File: config.mk
export PLATFORM = sky130hd
export DESIGN_NAME = fepc_ctrl
export DESIGN_NICKNAME = d
export VERILOG_FILES = /design/src/verilog/fepc_pkg.sv /design/src/verilog/fepc_tmr_if.sv /design/src/verilog/fepc_timer.sv /design/src/verilog/fepc_ctrl.sv
export SDC_FILE = /design/constraint.sdc
export NUM_CORES = 1
export LEC_CHECK = 0
export ABC_AREA = 0
export BUFFER_PORTS_ARGS = -buffer_cell sky130_fd_sc_hd__buf_2
export CAP_MARGIN = 20
export CORE_MARGIN = 10
export CORE_UTILIZATION = 50
export CTS_CLUSTER_SIZE = 10
export DETAILED_ROUTE_END_ITERATION = 10
export GPL_ROUTABILITY_DRIVEN = 1
export PLACE_DENSITY = 0.81
export RECOVER_POWER = 100
export SLEW_MARGIN = 20
export SYNTH_ARGS = -nofsm -noshare
export SYNTH_HDL_FRONTEND = slang
export SYNTH_SLANG_ARGS = --single-unit
export TNS_END_PERCENT = 20
File: constraint.sdc
create_clock -name SYS_CLK -period 3 [get_ports SYS_CLK]
set_input_delay 0.45 -clock SYS_CLK [delete_from_list [all_inputs] [get_ports SYS_CLK]]
set_output_delay 0.45 -clock SYS_CLK [all_outputs]
set_load 0.02 [all_outputs]
File: src/verilog/fepc_pkg.sv
// Shared constants and types for the flash erase/program controller
package fepc_pkg;
  localparam logic [7:0] FEPC_OFS_PAGE  = 8'hfc;
  localparam logic [7:0] FEPC_OFS_ROW   = 8'hfd;
  localparam logic [7:0] FEPC_OFS_COL   = 8'hfe;
  localparam logic [7:0] FEPC_OFS_CTL   = 8'hff;
  localparam logic [7:0] FEPC_RST_PAGE  = 8'h00;
  localparam logic [2:0] FEPC_RST_ROW   = 3'h0;
  localparam logic [6:0] FEPC_RST_COL   = 7'h00;
  localparam int         FEPC_INFO_BIT  = 7;
  localparam int         FEPC_MASS_BIT  = 0;
  localparam int         FEPC_PAGE_BIT  = 1;
  localparam int         FEPC_ROWP_BIT  = 2;
  localparam int         FEPC_ERR_BIT   = 3;
  localparam logic [2:0] FEPC_INFO_ROWS = 3'h1;
  // Times in microseconds, rate in MHz
  localparam int         FEPC_CLK_MHZ   = 125;
  localparam int         FEPC_MASS_US   = 200000;
  localparam int         FEPC_PAGE_US   = 10000;
  localparam int         FEPC_MASS_CYC  = FEPC_MASS_US * FEPC_CLK_MHZ;
  localparam int         FEPC_PAGE_CYC  = FEPC_PAGE_US * FEPC_CLK_MHZ;
  localparam int         FEPC_ROWTO_CYC = 100000;
  localparam int         FEPC_BYTE_CYC  = 8;

  typedef enum logic [2:0] {
    FEPC_IDLE  = 3'b000,
    FEPC_MASS  = 3'b001,
    FEPC_PAGE  = 3'b010,
    FEPC_ROWP  = 3'b011,
    FEPC_RBYTE = 3'b100
  } fepc_state_t;
endpackage

File: src/verilog/fepc_tmr_if.sv
// Timer handshake between the sequencer and its countdown timer
`timescale 1ns/10ps
interface fepc_tmr_if #(parameter int W = 32);
  logic         load;
  logic [W-1:0] count;
  logic         done;
  modport ctl (output load, output count, input done);
  modport tmr (input load, input count, output done);
endinterface

File: src/verilog/fepc_timer.sv
// Loadable countdown timer with one-cycle expiry pulse
`timescale 1ns/10ps
module fepc_timer #(
  parameter int W = 32
) (
  // Clock and reset
  input wire logic clk,
  input wire logic srst,
  // Control
  fepc_tmr_if.tmr  t
);
  logic [W-1:0] cnt_q, cnt_d;
  logic         run_q, run_d;
  logic         done_q, done_d;

  always_comb begin
    cnt_d  = cnt_q;
    run_d  = run_q;
    done_d = 1'b0;
    if (t.load) begin
      cnt_d = t.count;
      run_d = 1'b1;
    end else if (run_q) begin
      if (cnt_q <= W'(1)) begin
        run_d  = 1'b0;
        done_d = 1'b1;
      end else begin
        cnt_d = cnt_q - W'(1);
      end
    end
  end

  always_ff @(posedge clk) begin
    if (srst) begin
      cnt_q  <= '0;
      run_q  <= 1'b0;
      done_q <= 1'b0;
    end else begin
      cnt_q  <= cnt_d;
      run_q  <= run_d;
      done_q <= done_d;
    end
  end

  assign t.done = done_q;
endmodule // fepc_timer

File: src/verilog/fepc_ctrl.sv
// Flash erase and row program sequencer with its I/O registers
`timescale 1ns/10ps
// Operation
// - Page bit 7 steers accesses and page erase to information page.
// - Main array uses page bits 6:0 to pick one of 128 pages.
// - With info page selected, erases touch only the info page.
// - Page number field is ignored while info page is selected.
// - Row register holds a 3-bit row used for every write.
// - Info page rows are limited to 0 or 1.
// - Column register holds 7-bit byte position; bit 7 reads zero.
// - Row program starts at column and increments after each byte.
// - Mass erase clears all, lasts about 200 ms, bit self-clears.
// - Page erase clears one page in about 10 ms, bit self-clears.
// - Erase enable bit returns to zero on completion.
// - Flash accesses wait while an erase runs.
// - Non-flash accesses never wait during an erase.
// - Flash reads wait during row programming until end or time-out.
// - Control bit 2 runs row program; clears after the byte at column 127 or time-out.
// - A row program time-out sets a readable error flag.
module fepc_ctrl
  import fepc_pkg::*;
#(
  parameter int MASS_CYC  = fepc_pkg::FEPC_MASS_CYC,
  parameter int PAGE_CYC  = fepc_pkg::FEPC_PAGE_CYC,
  parameter int ROWTO_CYC = fepc_pkg::FEPC_ROWTO_CYC,
  parameter int PAGE_BITS = 7
) (
  // Clock and reset
  input  wire logic       SYS_CLK,
  input  wire logic       SRST,
  // I/O register port
  input  wire logic [7:0] IO_ADDR,
  input  wire logic       IO_WR,
  input  wire logic       IO_RD,
  input  wire logic [7:0] IO_WDATA,
  output logic      [7:0] IO_RDATA,
  // CPU flash access
  input  wire logic       FL_RD,
  input  wire logic       FL_WR,
  input  wire logic [7:0] FL_WDATA,
  output logic            CPU_WAIT,
  // Flash array macro
  output logic            ARR_INFO,
  output logic      [6:0] ARR_PAGE,
  output logic      [2:0] ARR_ROW,
  output logic      [6:0] ARR_COL,
  output logic      [7:0] ARR_DATA,
  output logic            ARR_PROG,
  output logic            ARR_MASS,
  output logic            ARR_PERASE
);
  import fepc_pkg::*;

  localparam int TW = 32;

  fepc_tmr_if #(.W(TW)) tmr ();
  fepc_tmr_if #(.W(TW)) rto ();

  fepc_timer #(.W(TW)) u_op_tmr (
    .clk  (SYS_CLK),
    .srst (SRST),
    .t    (tmr)
  );

  fepc_timer #(.W(TW)) u_row_tmr (
    .clk  (SYS_CLK),
    .srst (SRST),
    .t    (rto)
  );

  fepc_state_t st_q, st_d;
  logic        info_q, info_d;
  logic [6:0]  page_q, page_d;
  logic [2:0]  row_q, row_d;
  logic [6:0]  col_q, col_d;
  logic        mass_q, mass_d;
  logic        perase_q, perase_d;
  logic        rowp_q, rowp_d;
  logic        err_q, err_d;
  logic [7:0]  rdata_q, rdata_d;
  logic        wait_q, wait_d;
  logic        prog_q, prog_d;
  logic [7:0]  data_q, data_d;
  logic        amass_q, amass_d;
  logic        aper_q, aper_d;
  logic        fl_took_q, fl_took_d;
  logic [6:0]  apage_q, apage_d;
  logic        wr_page, wr_row, wr_col, wr_ctl;
  logic [6:0]  page_mask;
  logic [2:0]  row_lim;

  assign wr_page = IO_WR && (IO_ADDR == FEPC_OFS_PAGE);
  assign wr_row  = IO_WR && (IO_ADDR == FEPC_OFS_ROW);
  assign wr_col  = IO_WR && (IO_ADDR == FEPC_OFS_COL);
  assign wr_ctl  = IO_WR && (IO_ADDR == FEPC_OFS_CTL);

  // Smaller part keeps only the low page bits
  assign page_mask = 7'((8'h01 << PAGE_BITS) - 8'h01);

  always_comb begin
    row_lim = IO_WDATA[2:0];
    if (info_q && IO_WDATA[2:0] > FEPC_INFO_ROWS) begin
      row_lim = FEPC_INFO_ROWS;
    end
  end

  always_comb begin
    st_d      = st_q;
    info_d    = info_q;
    page_d    = page_q;
    row_d     = row_q;
    col_d     = col_q;
    mass_d    = mass_q;
    perase_d  = perase_q;
    rowp_d    = rowp_q;
    err_d     = err_q;
    prog_d    = 1'b0;
    data_d    = data_q;
    amass_d   = 1'b0;
    aper_d    = 1'b0;
    tmr.load  = 1'b0;
    tmr.count = TW'(PAGE_CYC);
    rto.load  = 1'b0;
    rto.count = TW'(ROWTO_CYC);
    // Page settings are frozen while anything runs
    if (wr_page && st_q == FEPC_IDLE) begin
      info_d = IO_WDATA[FEPC_INFO_BIT];
      page_d = IO_WDATA[6:0] & page_mask;
      // A main-array row above one must not reach the info page
      if (info_d && row_q > FEPC_INFO_ROWS) begin
        row_d = FEPC_INFO_ROWS;
      end
    end
    if (wr_row) begin
      row_d = row_lim;
    end
    if (wr_col && st_q == FEPC_IDLE) begin
      col_d = IO_WDATA[6:0];
    end
    case (st_q)
      FEPC_IDLE: begin
        if (wr_ctl) begin
          // One operation at a time: mass beats page beats row
          if (IO_WDATA[FEPC_MASS_BIT]) begin
            mass_d    = 1'b1;
            tmr.load  = 1'b1;
            tmr.count = TW'(MASS_CYC);
            st_d      = FEPC_MASS;
          end else if (IO_WDATA[FEPC_PAGE_BIT]) begin
            perase_d  = 1'b1;
            tmr.load  = 1'b1;
            tmr.count = TW'(PAGE_CYC);
            st_d      = FEPC_PAGE;
          end else if (IO_WDATA[FEPC_ROWP_BIT]) begin
            rowp_d   = 1'b1;
            err_d    = 1'b0;
            rto.load = 1'b1;
            st_d     = FEPC_ROWP;
          end
        end else if (FL_WR && !fl_took_q) begin
          // Single-byte program at the column software set
          prog_d = 1'b1;
          data_d = FL_WDATA;
        end
      end
      FEPC_MASS: begin
        amass_d = 1'b1;
        if (tmr.done) begin
          mass_d = 1'b0;
          st_d   = FEPC_IDLE;
        end
      end
      FEPC_PAGE: begin
        aper_d = 1'b1;
        if (tmr.done) begin
          perase_d = 1'b0;
          st_d     = FEPC_IDLE;
        end
      end
      FEPC_ROWP: begin
        if (rto.done) begin
          rowp_d = 1'b0;
          err_d  = 1'b1;
          st_d   = FEPC_IDLE;
        end else if (FL_WR && !fl_took_q) begin
          prog_d    = 1'b1;
          data_d    = FL_WDATA;
          tmr.load  = 1'b1;
          tmr.count = TW'(FEPC_BYTE_CYC);
          st_d      = FEPC_RBYTE;
        end
      end
      FEPC_RBYTE: begin
        if (rto.done) begin
          rowp_d = 1'b0;
          err_d  = 1'b1;
          st_d   = FEPC_IDLE;
        end else if (tmr.done) begin
          if (col_q == 7'h7f) begin
            rowp_d = 1'b0;
            col_d  = 7'h00;
            st_d   = FEPC_IDLE;
          end else begin
            col_d = col_q + 7'h01;
            st_d  = FEPC_ROWP;
          end
        end
      end
      default: st_d = FEPC_IDLE;
    endcase
    // A held strobe is taken once, not once per wait-sample cycle
    fl_took_d = FL_WR && (fl_took_q || prog_d);
    apage_d   = info_d ? 7'h00 : page_d;
  end

  always_comb begin
    rdata_d = 8'h00;
    if (IO_RD) begin
      case (IO_ADDR)
        FEPC_OFS_PAGE: rdata_d = {info_q, page_q};
        FEPC_OFS_ROW:  rdata_d = {5'h00, row_q};
        FEPC_OFS_COL:  rdata_d = {1'b0, col_q};
        FEPC_OFS_CTL:  rdata_d = {4'h0, err_q, rowp_q, perase_q, mass_q};
        default:       rdata_d = 8'h00;
      endcase
    end
  end

  // Only flash strobes see the wait; I/O and other memory pass
  always_comb begin
    wait_d = 1'b0;
    if ((mass_d || perase_d) && (FL_RD || FL_WR)) begin
      wait_d = 1'b1;
    end else if (rowp_d && FL_RD) begin
      wait_d = 1'b1;
    end
  end

  always_ff @(posedge SYS_CLK) begin
    if (SRST) begin
      st_q     <= FEPC_IDLE;
      info_q   <= FEPC_RST_PAGE[FEPC_INFO_BIT];
      page_q   <= FEPC_RST_PAGE[6:0];
      row_q    <= FEPC_RST_ROW;
      col_q    <= FEPC_RST_COL;
      mass_q   <= 1'b0;
      perase_q <= 1'b0;
      rowp_q   <= 1'b0;
      err_q    <= 1'b0;
      rdata_q  <= 8'h00;
      wait_q   <= 1'b0;
      prog_q   <= 1'b0;
      data_q   <= 8'h00;
      amass_q  <= 1'b0;
      aper_q   <= 1'b0;
      fl_took_q <= 1'b0;
      apage_q  <= 7'h00;
    end else begin
      st_q     <= st_d;
      info_q   <= info_d;
      page_q   <= page_d;
      row_q    <= row_d;
      col_q    <= col_d;
      mass_q   <= mass_d;
      perase_q <= perase_d;
      rowp_q   <= rowp_d;
      err_q    <= err_d;
      rdata_q  <= rdata_d;
      wait_q   <= wait_d;
      prog_q   <= prog_d;
      data_q   <= data_d;
      amass_q  <= amass_d;
      aper_q   <= aper_d;
      fl_took_q <= fl_took_d;
      apage_q  <= apage_d;
    end
  end

  // Info page wins, so the array ignores the page field then
  assign ARR_INFO   = info_q;
  assign ARR_PAGE   = apage_q;
  assign ARR_ROW    = row_q;
  assign ARR_COL    = col_q;
  assign ARR_DATA   = data_q;
  assign ARR_PROG   = prog_q;
  assign ARR_MASS   = amass_q;
  assign ARR_PERASE = aper_q;
  assign IO_RDATA   = rdata_q;
  assign CPU_WAIT   = wait_q;

  one_op_a: assert property (@(posedge SYS_CLK) disable iff (SRST)
    $onehot0({mass_q, perase_q, rowp_q}))
    else $error("more than one operation active");
  erase_wait_a: assert property (@(posedge SYS_CLK) disable iff (SRST)
    (mass_d || perase_d) && FL_RD |=> CPU_WAIT)
    else $error("flash read not stalled during erase");
  io_nowait_a: assert property (@(posedge SYS_CLK) disable iff (SRST)
    !FL_RD && !FL_WR |=> !CPU_WAIT)
    else $error("wait raised without flash access");
  row_wait_a: assert property (@(posedge SYS_CLK) disable iff (SRST)
    rowp_d && FL_RD |=> CPU_WAIT)
    else $error("flash read not stalled during row program");
  info_row_a: assert property (@(posedge SYS_CLK) disable iff (SRST)
    info_q |-> row_q <= FEPC_INFO_ROWS)
    else $error("info page row above one");
  col_rsv_a: assert property (@(posedge SYS_CLK) disable iff (SRST)
    $past(IO_RD) && $past(IO_ADDR) == FEPC_OFS_COL |-> !IO_RDATA[7])
    else $error("column reserved bit reads one");
  col_inc_a: assert property (@(posedge SYS_CLK) disable iff (SRST)
    st_q == FEPC_RBYTE && tmr.done && !rto.done && col_q != 7'h7f
    |=> col_q == $past(col_q) + 7'h01)
    else $error("column not advanced after byte");
  err_set_a: assert property (@(posedge SYS_CLK) disable iff (SRST)
    rowp_q && rto.done |=> err_q && !rowp_q)
    else $error("time-out did not set error");
  erase_clr_a: assert property (@(posedge SYS_CLK) disable iff (SRST)
    st_q == FEPC_PAGE && tmr.done |=> !perase_q ##1 !ARR_PERASE)
    else $error("page erase bit not cleared");

  mass_c: cover property (@(posedge SYS_CLK) $fell(mass_q));
  page_c: cover property (@(posedge SYS_CLK) $fell(perase_q));
  row_end_c: cover property (@(posedge SYS_CLK) $fell(rowp_q) && !err_q);
  row_to_c: cover property (@(posedge SYS_CLK) $rose(err_q));
endmodule // fepc_ctrl

-- After elaboration in Yosys (flattened, before gate mapping)
Index checks and enable logic that the tools add are counted.
W data, S select, Z words.
- register bits after elaboration: 121
- input port bits: 30
- output and inout port bits: 38
- logic and storage cells: 181
- add/sub/neg operators: 3
- magnitude comparators: 4
- equality and inequality tests: 22
- muxes and demuxes: 87
- bitwise operators: 4
- reductions and logical operators: 37
- operators with widths (operator ; count):
    $mux W32 ; 3
    $le A32 B1 Y1 const B ; 2
    $sub A32 B1 Y32 const B ; 2
    $mux W17 ; 3
    $mux W25 ; 2
    $pmux W25 S2 ; 1
    $mux W1 ; 44
    $mux W21 ; 2
    $mux W7 ; 6
    $mux W3 ; 13
    $eq A8 B8 Y1 const B ; 4
    $pmux W8 S4 ; 1
    $mux W8 ; 3
    $ne A2 B2 Y1 const B ; 8
    $pmux W8 S2 ; 1
    $logic_and A1 B1 Y1 ; 12
    $pmux W3 S4 ; 1
    $reduce_bool A2 Y1 ; 6
    $pmux W1 S2 ; 5
    $reduce_or A2 Y1 ; 5
    $reduce_and A2 Y1 ; 4
    $add A7 B1 Y7 const B ; 1
    $eq A7 B7 Y1 const B ; 1
    $eq A3 B2 Y1 const B ; 2
    other kinds (17) ; 25

-- Longest topological paths before layout
Gate-level depths: netlist (run 1).
- depth in word-level cells: 8
- mapped depth: 10
- gate-level depth less buffers: 8

-- Hierarchy
A second synthesis (run 1) with hierarchy kept.
- cells, all modules: 789
- area total of the unflattened synthesis: 6662.6 um^2
- modules (own cells, without submodules) (module ; times used ; cells each ; area an instance (um^2) ; seq. area each (um^2)):
    fepc_ctrl ; 1 ; 288 ; 2504.9 ; 1061.0
    fepc_timer at u_op_tmr ; 1 ; 249 ; 2088.3 ; 680.7
    fepc_timer at u_row_tmr ; 1 ; 252 ; 2069.5 ; 680.7

-- Worst setup path after synthesis (run 1)
Ideal clock, no wire load.
- kind: register -> register
- start point: register u_op_tmr.cnt_q[0]
- end point: register u_op_tmr.cnt_q[30]
- library setup time: 70 ps
- arrival: 2221 ps
- data required time: 2930 ps
- slack: 709 ps
- cell stages (with the launch flop): 9
- buffers on the path: 0
- period minus slack after synthesis: 2291 ps
- cell sequence: dfxtp_1 inv_1 ha_1 nor3b_1 nand3_1 or3_1 or4_1 or3_1 a21oi_1
- cells in the longest elaborated chain, start to end: 4
- elaborated cells between the ends (all ways): 7
- classes of those cells: add/sub: 1; order compare: 1; eq/ne: 1; mux: 3; reduce/logical: 1
- ends and longest elaborated chain (item ; RTL line ; source):
    start: declaration ; fepc_timer.sv:12 ; logic [W-1:0] cnt_q, cnt_d;
    start signal: assignment ; fepc_timer.sv:39 ; cnt_q <= cnt_d;
    $sub A32 B1 Y32 ; fepc_timer.sv:28 ; cnt_d = cnt_q - W'(1);
    $mux W32 ; fepc_timer.sv:24 ; if (cnt_q <= W'(1)) begin
    $mux W32 ; fepc_timer.sv:23 ; end else if (run_q) begin
    $mux W32 ; fepc_timer.sv:20 ; if (t.load) begin
Several ways; a longest one is shown, not always the timed one. The select of a mux whose other input is x is not followed.
A chain may end at the register's enable or synchronous reset.

-- Worst setup path in the final report (run 1)
- start point: register st_q[0]
- end point: register u_row_tmr.done_q (netlist: u_row_tmr.t.done)
- cells in the longest elaborated chain, start to end: 3
- ends and longest elaborated chain (item ; RTL line ; source):
    start: declaration ; fepc_ctrl.sv:71 ; fepc_state_t st_q, st_d;
    start signal: assignment ; fepc_ctrl.sv:259 ; st_q <= st_d;
    $logic_not A3 Y1 ; fepc_ctrl.sv:140 ; case (st_q)
    $mux W1 ; fepc_ctrl.sv:140 ;
    $reduce_or A3 Y1 (no source line) ; - ;
    end signal: assignment ; fepc_timer.sv:41 ; done_q <= done_d;
    end: declaration ; fepc_timer.sv:14 ; logic done_q, done_d;
No other way between the ends.

==> results.md, run 1 <==
* Largest net degree at the start of global routing at 32
* Vias in the first global route at ~5.3k
* CP Cell Sequence: or3_1 > nor4b_1 > nand3_1 > clkbuf_2 > nand2_1 > clkbuf_2 > nor3_1
* Type of the tightest min-delay check: in -> reg
* Reg power frac at 38.6%
* Synth Instances at between 600 and 700
* Cell mode on critical path: clkbuf_2
* Violated checks: capacitance limit
* Post-CTS Setup Bufs at 0
* Die H at approximately 130 µm
* P_leak at around 0.0025 µW
* R2r setup slk at approximately 0.17 ns
* ANT nets after route at 0
* Tmin final at around 2.8 ns
* Antenna diodes at 0
* CP Data Arrival Time at 3.10 ns
* Prevailing post-synth register cell: dfxtp_1
* Net Sw Power at 1270 µW
* Sw Share at between 20 and 30%
* Final GP Congestion at 0.8614
* FMAX at roughly 350 MHz
* Setup ws final at around 0.17 ns
* Slowest CP cell: nor4b_1
* Final setup fails at 0
* Clk root buf: clkbuf_16
* CTS tree: built
* Clk_lat worst skew at just over 0.4 ns
* Most common cell after layout, fill and taps aside: dfxtp_1
* DIE WIDTH at approximately 130 µm
* Comb pwr share at between 10% and 20%
* Final Net Count at 769
* Slew HR at less than 1%
* Clk slew on worst S/H paths at 0.05 ns
* Worst endpoint required time at about 3.3 ns
* Critical Path Start Type: flip-flop
* Fin crit share at 94.30%
* Clock Path Buffers at 2
* Setup crit end kind: flip-flop
* Status: finished, violations left
* CP max stage delay at 0.63 ns
* Worst Tran Pin Value at approximately 1.5 ns
* Drt via density at ~5.9
* DRT Wirelength at 14.83 mm
* TNS Setup at 0 ns
* Post-synthesis sequential area ratio at between 40% and 50%
* Mapped Area at about 5700 µm²
* Total global-route track usage at a little under a fifth
* Sink Count at roughly 120
* Drt first-iter violations at 459
* Skew final at 0.006205 ns
* First-pass GRT wire length at about 25 mm
* Max rail drop VDD at around 0.45 mV
* Yosys reg bits at ~120
* Power per cell area at about 670 nW/µm²
* Pre-CTS setup slack at around 0.36 ns
* H-tree Lvls at 4
* Count of buffers from port buffering at 67
* Fin Hold WS at around 0.27 ns
* Residual DRC count at 0
* Max-slew violation count at 0
* DRT Pass-1 Iters at 5
* Final Hold Viols at 0
* Ports at slightly below 70
* Cts repair resizes at 0
* Detailed-route via count at 5,267
* Mean post-synth cell area at roughly 8.6 µm²
* Most frequent cells in the layout: dfxtp_1 (121), nor2_1 (89), a21oi_1 (58)
* CTS buffer count at 17
* Net Count, Synth at roughly 700
* Initial Util at between 50% and 60%
* Mean routed wirelength per cell at 16.72 µm
* CP Class: reg -> reg
* # hold bufs at CTS at 0
* Post-DP HPWL at 10.41 mm
* Yosys warns at 0
* Clock network power share at between 40% and 50%
* CP max FO at 27
* # rows at 38
* Core area at between 10,000 and 15,000 µm²
* Power Internal at 3202 µW
* RSZ-0062 raised after global routing: false
* Async S/R FF share, synth at 0%
* Layout cells sized above 1 at between 10% and 20%
* Number of enable flip-flop cells after synthesis at 0
* Yosys cell types at 66
* Initial antenna violation count at 0
* Max Cap Viol at 1
* Die area at 16,070 µm²
* GRT Residual Overflow at 0
* Area growth, synth to finish at 16.77%
layer usage:
layer	vias to the layer above	track usage (%)	routed length [µm]	share of wire (%)
li1	2556	-	-	-
met2	201	30.38	7158	48
met3	36	4.831	839	5.7
met1	2474	21.34	6457	44
met5	-	0	0	0
met4	0	9.176	379	2.6
cells by family after synthesis:
logic type	after synthesis	share of synthesized area, %
and+or+nand+nor	315	30.20
AOI/OAI and AO/OA	132	14.37
DFF	121	42.48
buffers and inverters	38	2.897
xor gates and xnor gates	36	5.530
muxes	19	3.423
adders and majority gates	5	1.097
cell type report:
class,instances,area [µm²]
clock buffer,20,466.7
fill,955,4325
timing repair buffer,78,346.6
clock inverter,12,123.9
sequential,121,2422
inverter,9,33.78
multi-input combinational,507,3089
tap,140,175.2
through the flow:
stage	instance area (µm²)	total power [µW]	std cells	util [%]
6_report	6658	4472	887	60.62
5_1_grt	6658	4641	887	60.62
4_1_cts	6754	4511	887	61.49
3_5_place_dp	6163	2515	855	56.12
3_3_place_gp	6163	2491	855	56.12
2_1_floorplan	5702	2283	666	-
synthesized netlist by cell type, types with 13 or more instances:
cell type	instances	area, µm²
nand2_1	41	153.9
or4_1	13	97.59
and2_1	14	87.58
mux2i_1	15	150.1
a21oi_1	58	290.3
clkbuf_1	19	71.32
o21ai_0	21	105.1
dfxtp_1	121	2422
nand3_1	33	165.2
nor2_1	89	334.1
or3_1	15	93.84
nor3_1	34	170.2
xor2_1	29	254.0
sequential cells by signal, summed over array words and instances, names as in the netlist, 7 cells and up:
| register | flops |
|---|---|
| ARR_COL | 7 |
| ARR_PAGE | 7 |
| IO_RDATA | 8 |
| ARR_DATA | 8 |
| u_op_tmr.cnt_q | 32 |
| u_row_tmr.cnt_q | 32 |
| page_q | 7 |
path summary, 6_finish.rpt:
| check | endpoint | cells after the start | startpoint |
|---|---|---|---|
| max | u_row_tmr.t.done$_SDFF_PP0_ | 7 | st_q[0]$_SDFFE_PP0P_ |
| min | ARR_DATA[0]$_SDFFE_PP0P_ | 3 | FL_WDATA[0] |
| max reg2reg | u_row_tmr.t.done$_SDFF_PP0_ | 7 | st_q[0]$_SDFFE_PP0P_ |
| min reg2reg | u_row_tmr.cnt_q[3]$_SDFFE_PP0P_ | 2 | u_row_tmr.cnt_q[3]$_SDFFE_PP0P_ |
power groups by stage:
stage          logic, µW  registers (µW)  clock network [µW]
3_3_place_gp         741            1750                   0
5_1_grt              811            1730                2100
3_5_place_dp         760            1760                   0
4_1_cts              765            1720                2020
2_1_floorplan        515            1770                   0
6_report             742            1730                2000
critical path: cells and delay by family, from the launching register on:
kind,cells,cell delay [ns]
simple gates,5,1.56
buf+inv,2,0.72
flops,1,0.41
No activity file was read; power rests on OpenSTA's default activity.
==> run 2: changes to the inputs <==
--- a/config.mk
+++ b/config.mk
@@ -6,14 +6,14 @@
 export NUM_CORES = 1
 export LEC_CHECK = 0
 export ABC_AREA = 0
-export BUFFER_PORTS_ARGS = -buffer_cell sky130_fd_sc_hd__buf_2
 export CAP_MARGIN = 20
 export CORE_MARGIN = 10
 export CORE_UTILIZATION = 50
 export CTS_CLUSTER_SIZE = 10
 export DETAILED_ROUTE_END_ITERATION = 10
+export DONT_BUFFER_PORTS = 1
 export GPL_ROUTABILITY_DRIVEN = 1
-export PLACE_DENSITY = 0.81
+export PLACE_DENSITY = 0.76
 export RECOVER_POWER = 100
 export SLEW_MARGIN = 20
 export SYNTH_ARGS = -nofsm -noshare
==> results.md, run 2 (same netlist as run 1, synthesis figures left out) <==
* Worst Tran Pin Value at 0.7009 ns
* Final GP Congestion at just over 0.9
* Skew final at approximately 0.008 ns
* Slew HR at a little over half
* Antenna diodes at 0
* Tmin final at ~2.8 ns
* Die H at between 100 and 150 µm
* Area growth, synth to finish at 11.39%
* Die area at 16,070 µm²
* Setup crit end kind: flip-flop
* Sink Count at 121
* DRT Wirelength at about 14 mm
* CP max FO at 9
* # hold bufs at CTS at 0
* Final setup fails at 0
* CTS buffer count at 17
* Power Internal at 3093 µW
* CP Class: reg -> reg
* Sw Share at between 20 and 30%
* R2r setup slk at between 0.2 and 0.25 ns
* Clock network power share at between 40% and 50%
* FMAX at about 360 MHz
* Max Cap Viol at 0
* Largest net degree at the start of global routing at 51
* # rows at 38
* Reg power frac at 40.7%
* Post-Layout Cell Count at slightly above 800
* P_leak at roughly 0.0024 µW
* Vias in the first global route at ~4.9k
* DIE WIDTH at 126.8 µm
* Slowest CP cell: clkbuf_1
* Status: finished, final reports clean
* Core area at between 10,000 and 15,000 µm²
* Post-CTS Setup Bufs at 0
* CP max stage delay at ~0.47 ns
* Biggest regs: u_op_tmr.cnt_q x32, u_row_tmr.cnt_q x32
* Most common cell after layout, fill and taps aside: dfxtp_1
* Total global-route track usage at ~18%
* Cts repair resizes at 0
* Drt via density at roughly 6
* Fin crit share at a little over 90%
* Most frequent cells in the layout: dfxtp_1 (121), nor2_1 (89), a21oi_1 (58)
* Layout cells sized above 1 at approximately 7.6%
* Clk_lat worst skew at 0.42 ns
* Critical Path Start Type: flip-flop
* CP Cell Sequence: inv_1 > ha_1 > o21ba_1 > and4_1 > nand4_1 > clkbuf_1 > nand2_1 > or4_1 > a32o_1
* Net Sw Power at roughly 1200 µW
* Placed insts at just under 800
* H-tree Lvls at 4
* First-pass GRT wire length at between 20 and 25 mm
* Final Net Count at roughly 700
* Initial Util at roughly half
* Detailed-route via count at just over 5k
* DRT Pass-1 Iters at 6
* Max-slew violation count at 0
* ANT nets after route at 0
* Post-DP HPWL at 9.987 mm
* TNS Setup at 0 ns
* Comb pwr share at around 15%
* Worst endpoint required time at 3.31 ns
* Residual DRC count at 0
* Ports at 68
* Type of the tightest min-delay check: in -> reg
* Mean routed wirelength per cell at approximately 18 µm
* Count of buffers from port buffering at 0
* Final Hold Viols at 0
* Clk root buf: clkbuf_16
* Clk slew on worst S/H paths at about 0.06 ns
* CP Data Arrival Time at 3.10 ns
* GRT Residual Overflow at 0
* Power per cell area at between 600 and 700 nW/µm²
* RSZ-0062 raised after global routing: false
* Max rail drop VDD at between 0.5 and 0.6 mV
* Clock Path Buffers at 2
* CTS tree: built
* Drt first-iter violations at between 500 and 600
* Initial antenna violation count at 0
==> run 2: cell count changes in the layout (fill, tap and decap cells not counted), moves of 2 or more <==
| cell | before | now |
|---|---|---|
| clkinv_2 | 5 | 3 |
| and2_1 | 8 | 5 |
| buf_2 | 28 | 0 |
| and2_0 | 6 | 9 |
| clkbuf_1 | 43 | 8 |
| clkbuf_2 | 3 | 1 |
| inv_6 | 0 | 2 |
==> run 2: final timing paths <==
kind,to,depth (start not counted),start
max,u_op_tmr.cnt_q[3]$_SDFFE_PP0P_,9,u_op_tmr.cnt_q[0]$_SDFFE_PP0P_
min,st_q[2]$_SDFFE_PP0P_,1,SRST
max reg2reg,u_op_tmr.cnt_q[3]$_SDFFE_PP0P_,9,u_op_tmr.cnt_q[0]$_SDFFE_PP0P_
min reg2reg,page_q[6]$_SDFF_PP0_,2,page_q[6]$_SDFF_PP0_
==> run 2: area by class of cell <==
type | instances | area [µm²]
tap | 140 | 175.2
sequential | 121 | 2422
multi-input combinational | 507 | 3088
inverter | 9 | 33.78
fill | 932 | 4632
clock buffer | 22 | 474.2
clock inverter | 10 | 92.59
timing repair buffer | 12 | 65.06
==> run 2: worst max-delay path, delay by kind of cell (launching register included) <==
kind | cells | cell delay, ns
AOI/OAI and AO/OA | 2 | 0.46
DFF | 1 | 0.42
buffers and inverters | 2 | 0.54
adders and majority gates | 1 | 0.24
and+or+nand+nor | 4 | 1.02
==> run 2: power by group through the flow <==
stage	clock network, µW	registers (µW)	logic [µW]
finish	1930	1760	641
global route	2040	1770	711
CTS	1960	1770	663
detailed placement	0	1800	658
global placement	0	1800	641
floorplan	0	1770	515
==> run 2: metal layers <==
metal / global-route usage (%) / up-vias / part of all wire [%]
met5: 0 / - / 0
met4: 7.435 / 0 / 2.1
met3: 6.747 / 39 / 9.4
met2: 29.19 / 226 / 47
met1: 21.12 / 2359 / 41
li1: - / 2428 / -
==> run 2: through the flow <==
| step | area (µm²) | power, µW | setup WS [ns] | util (%) | hold WS (ns) |
|---|---|---|---|---|---|
| floorplan | 5702 | 2283 | 0.7090 | - | 0.4363 |
| global placement | 5836 | 2437 | 0.4731 | 53.13 | 0.4456 |
| detailed placement | 5836 | 2458 | 0.3531 | 53.13 | 0.4567 |
| CTS | 6402 | 4386 | 0.3189 | 58.29 | 0.09155 |
| global route | 6351 | 4523 | 0.1094 | 57.83 | 0.07962 |
| finish | 6351 | 4336 | 0.2143 | 57.83 | 0.09392 |
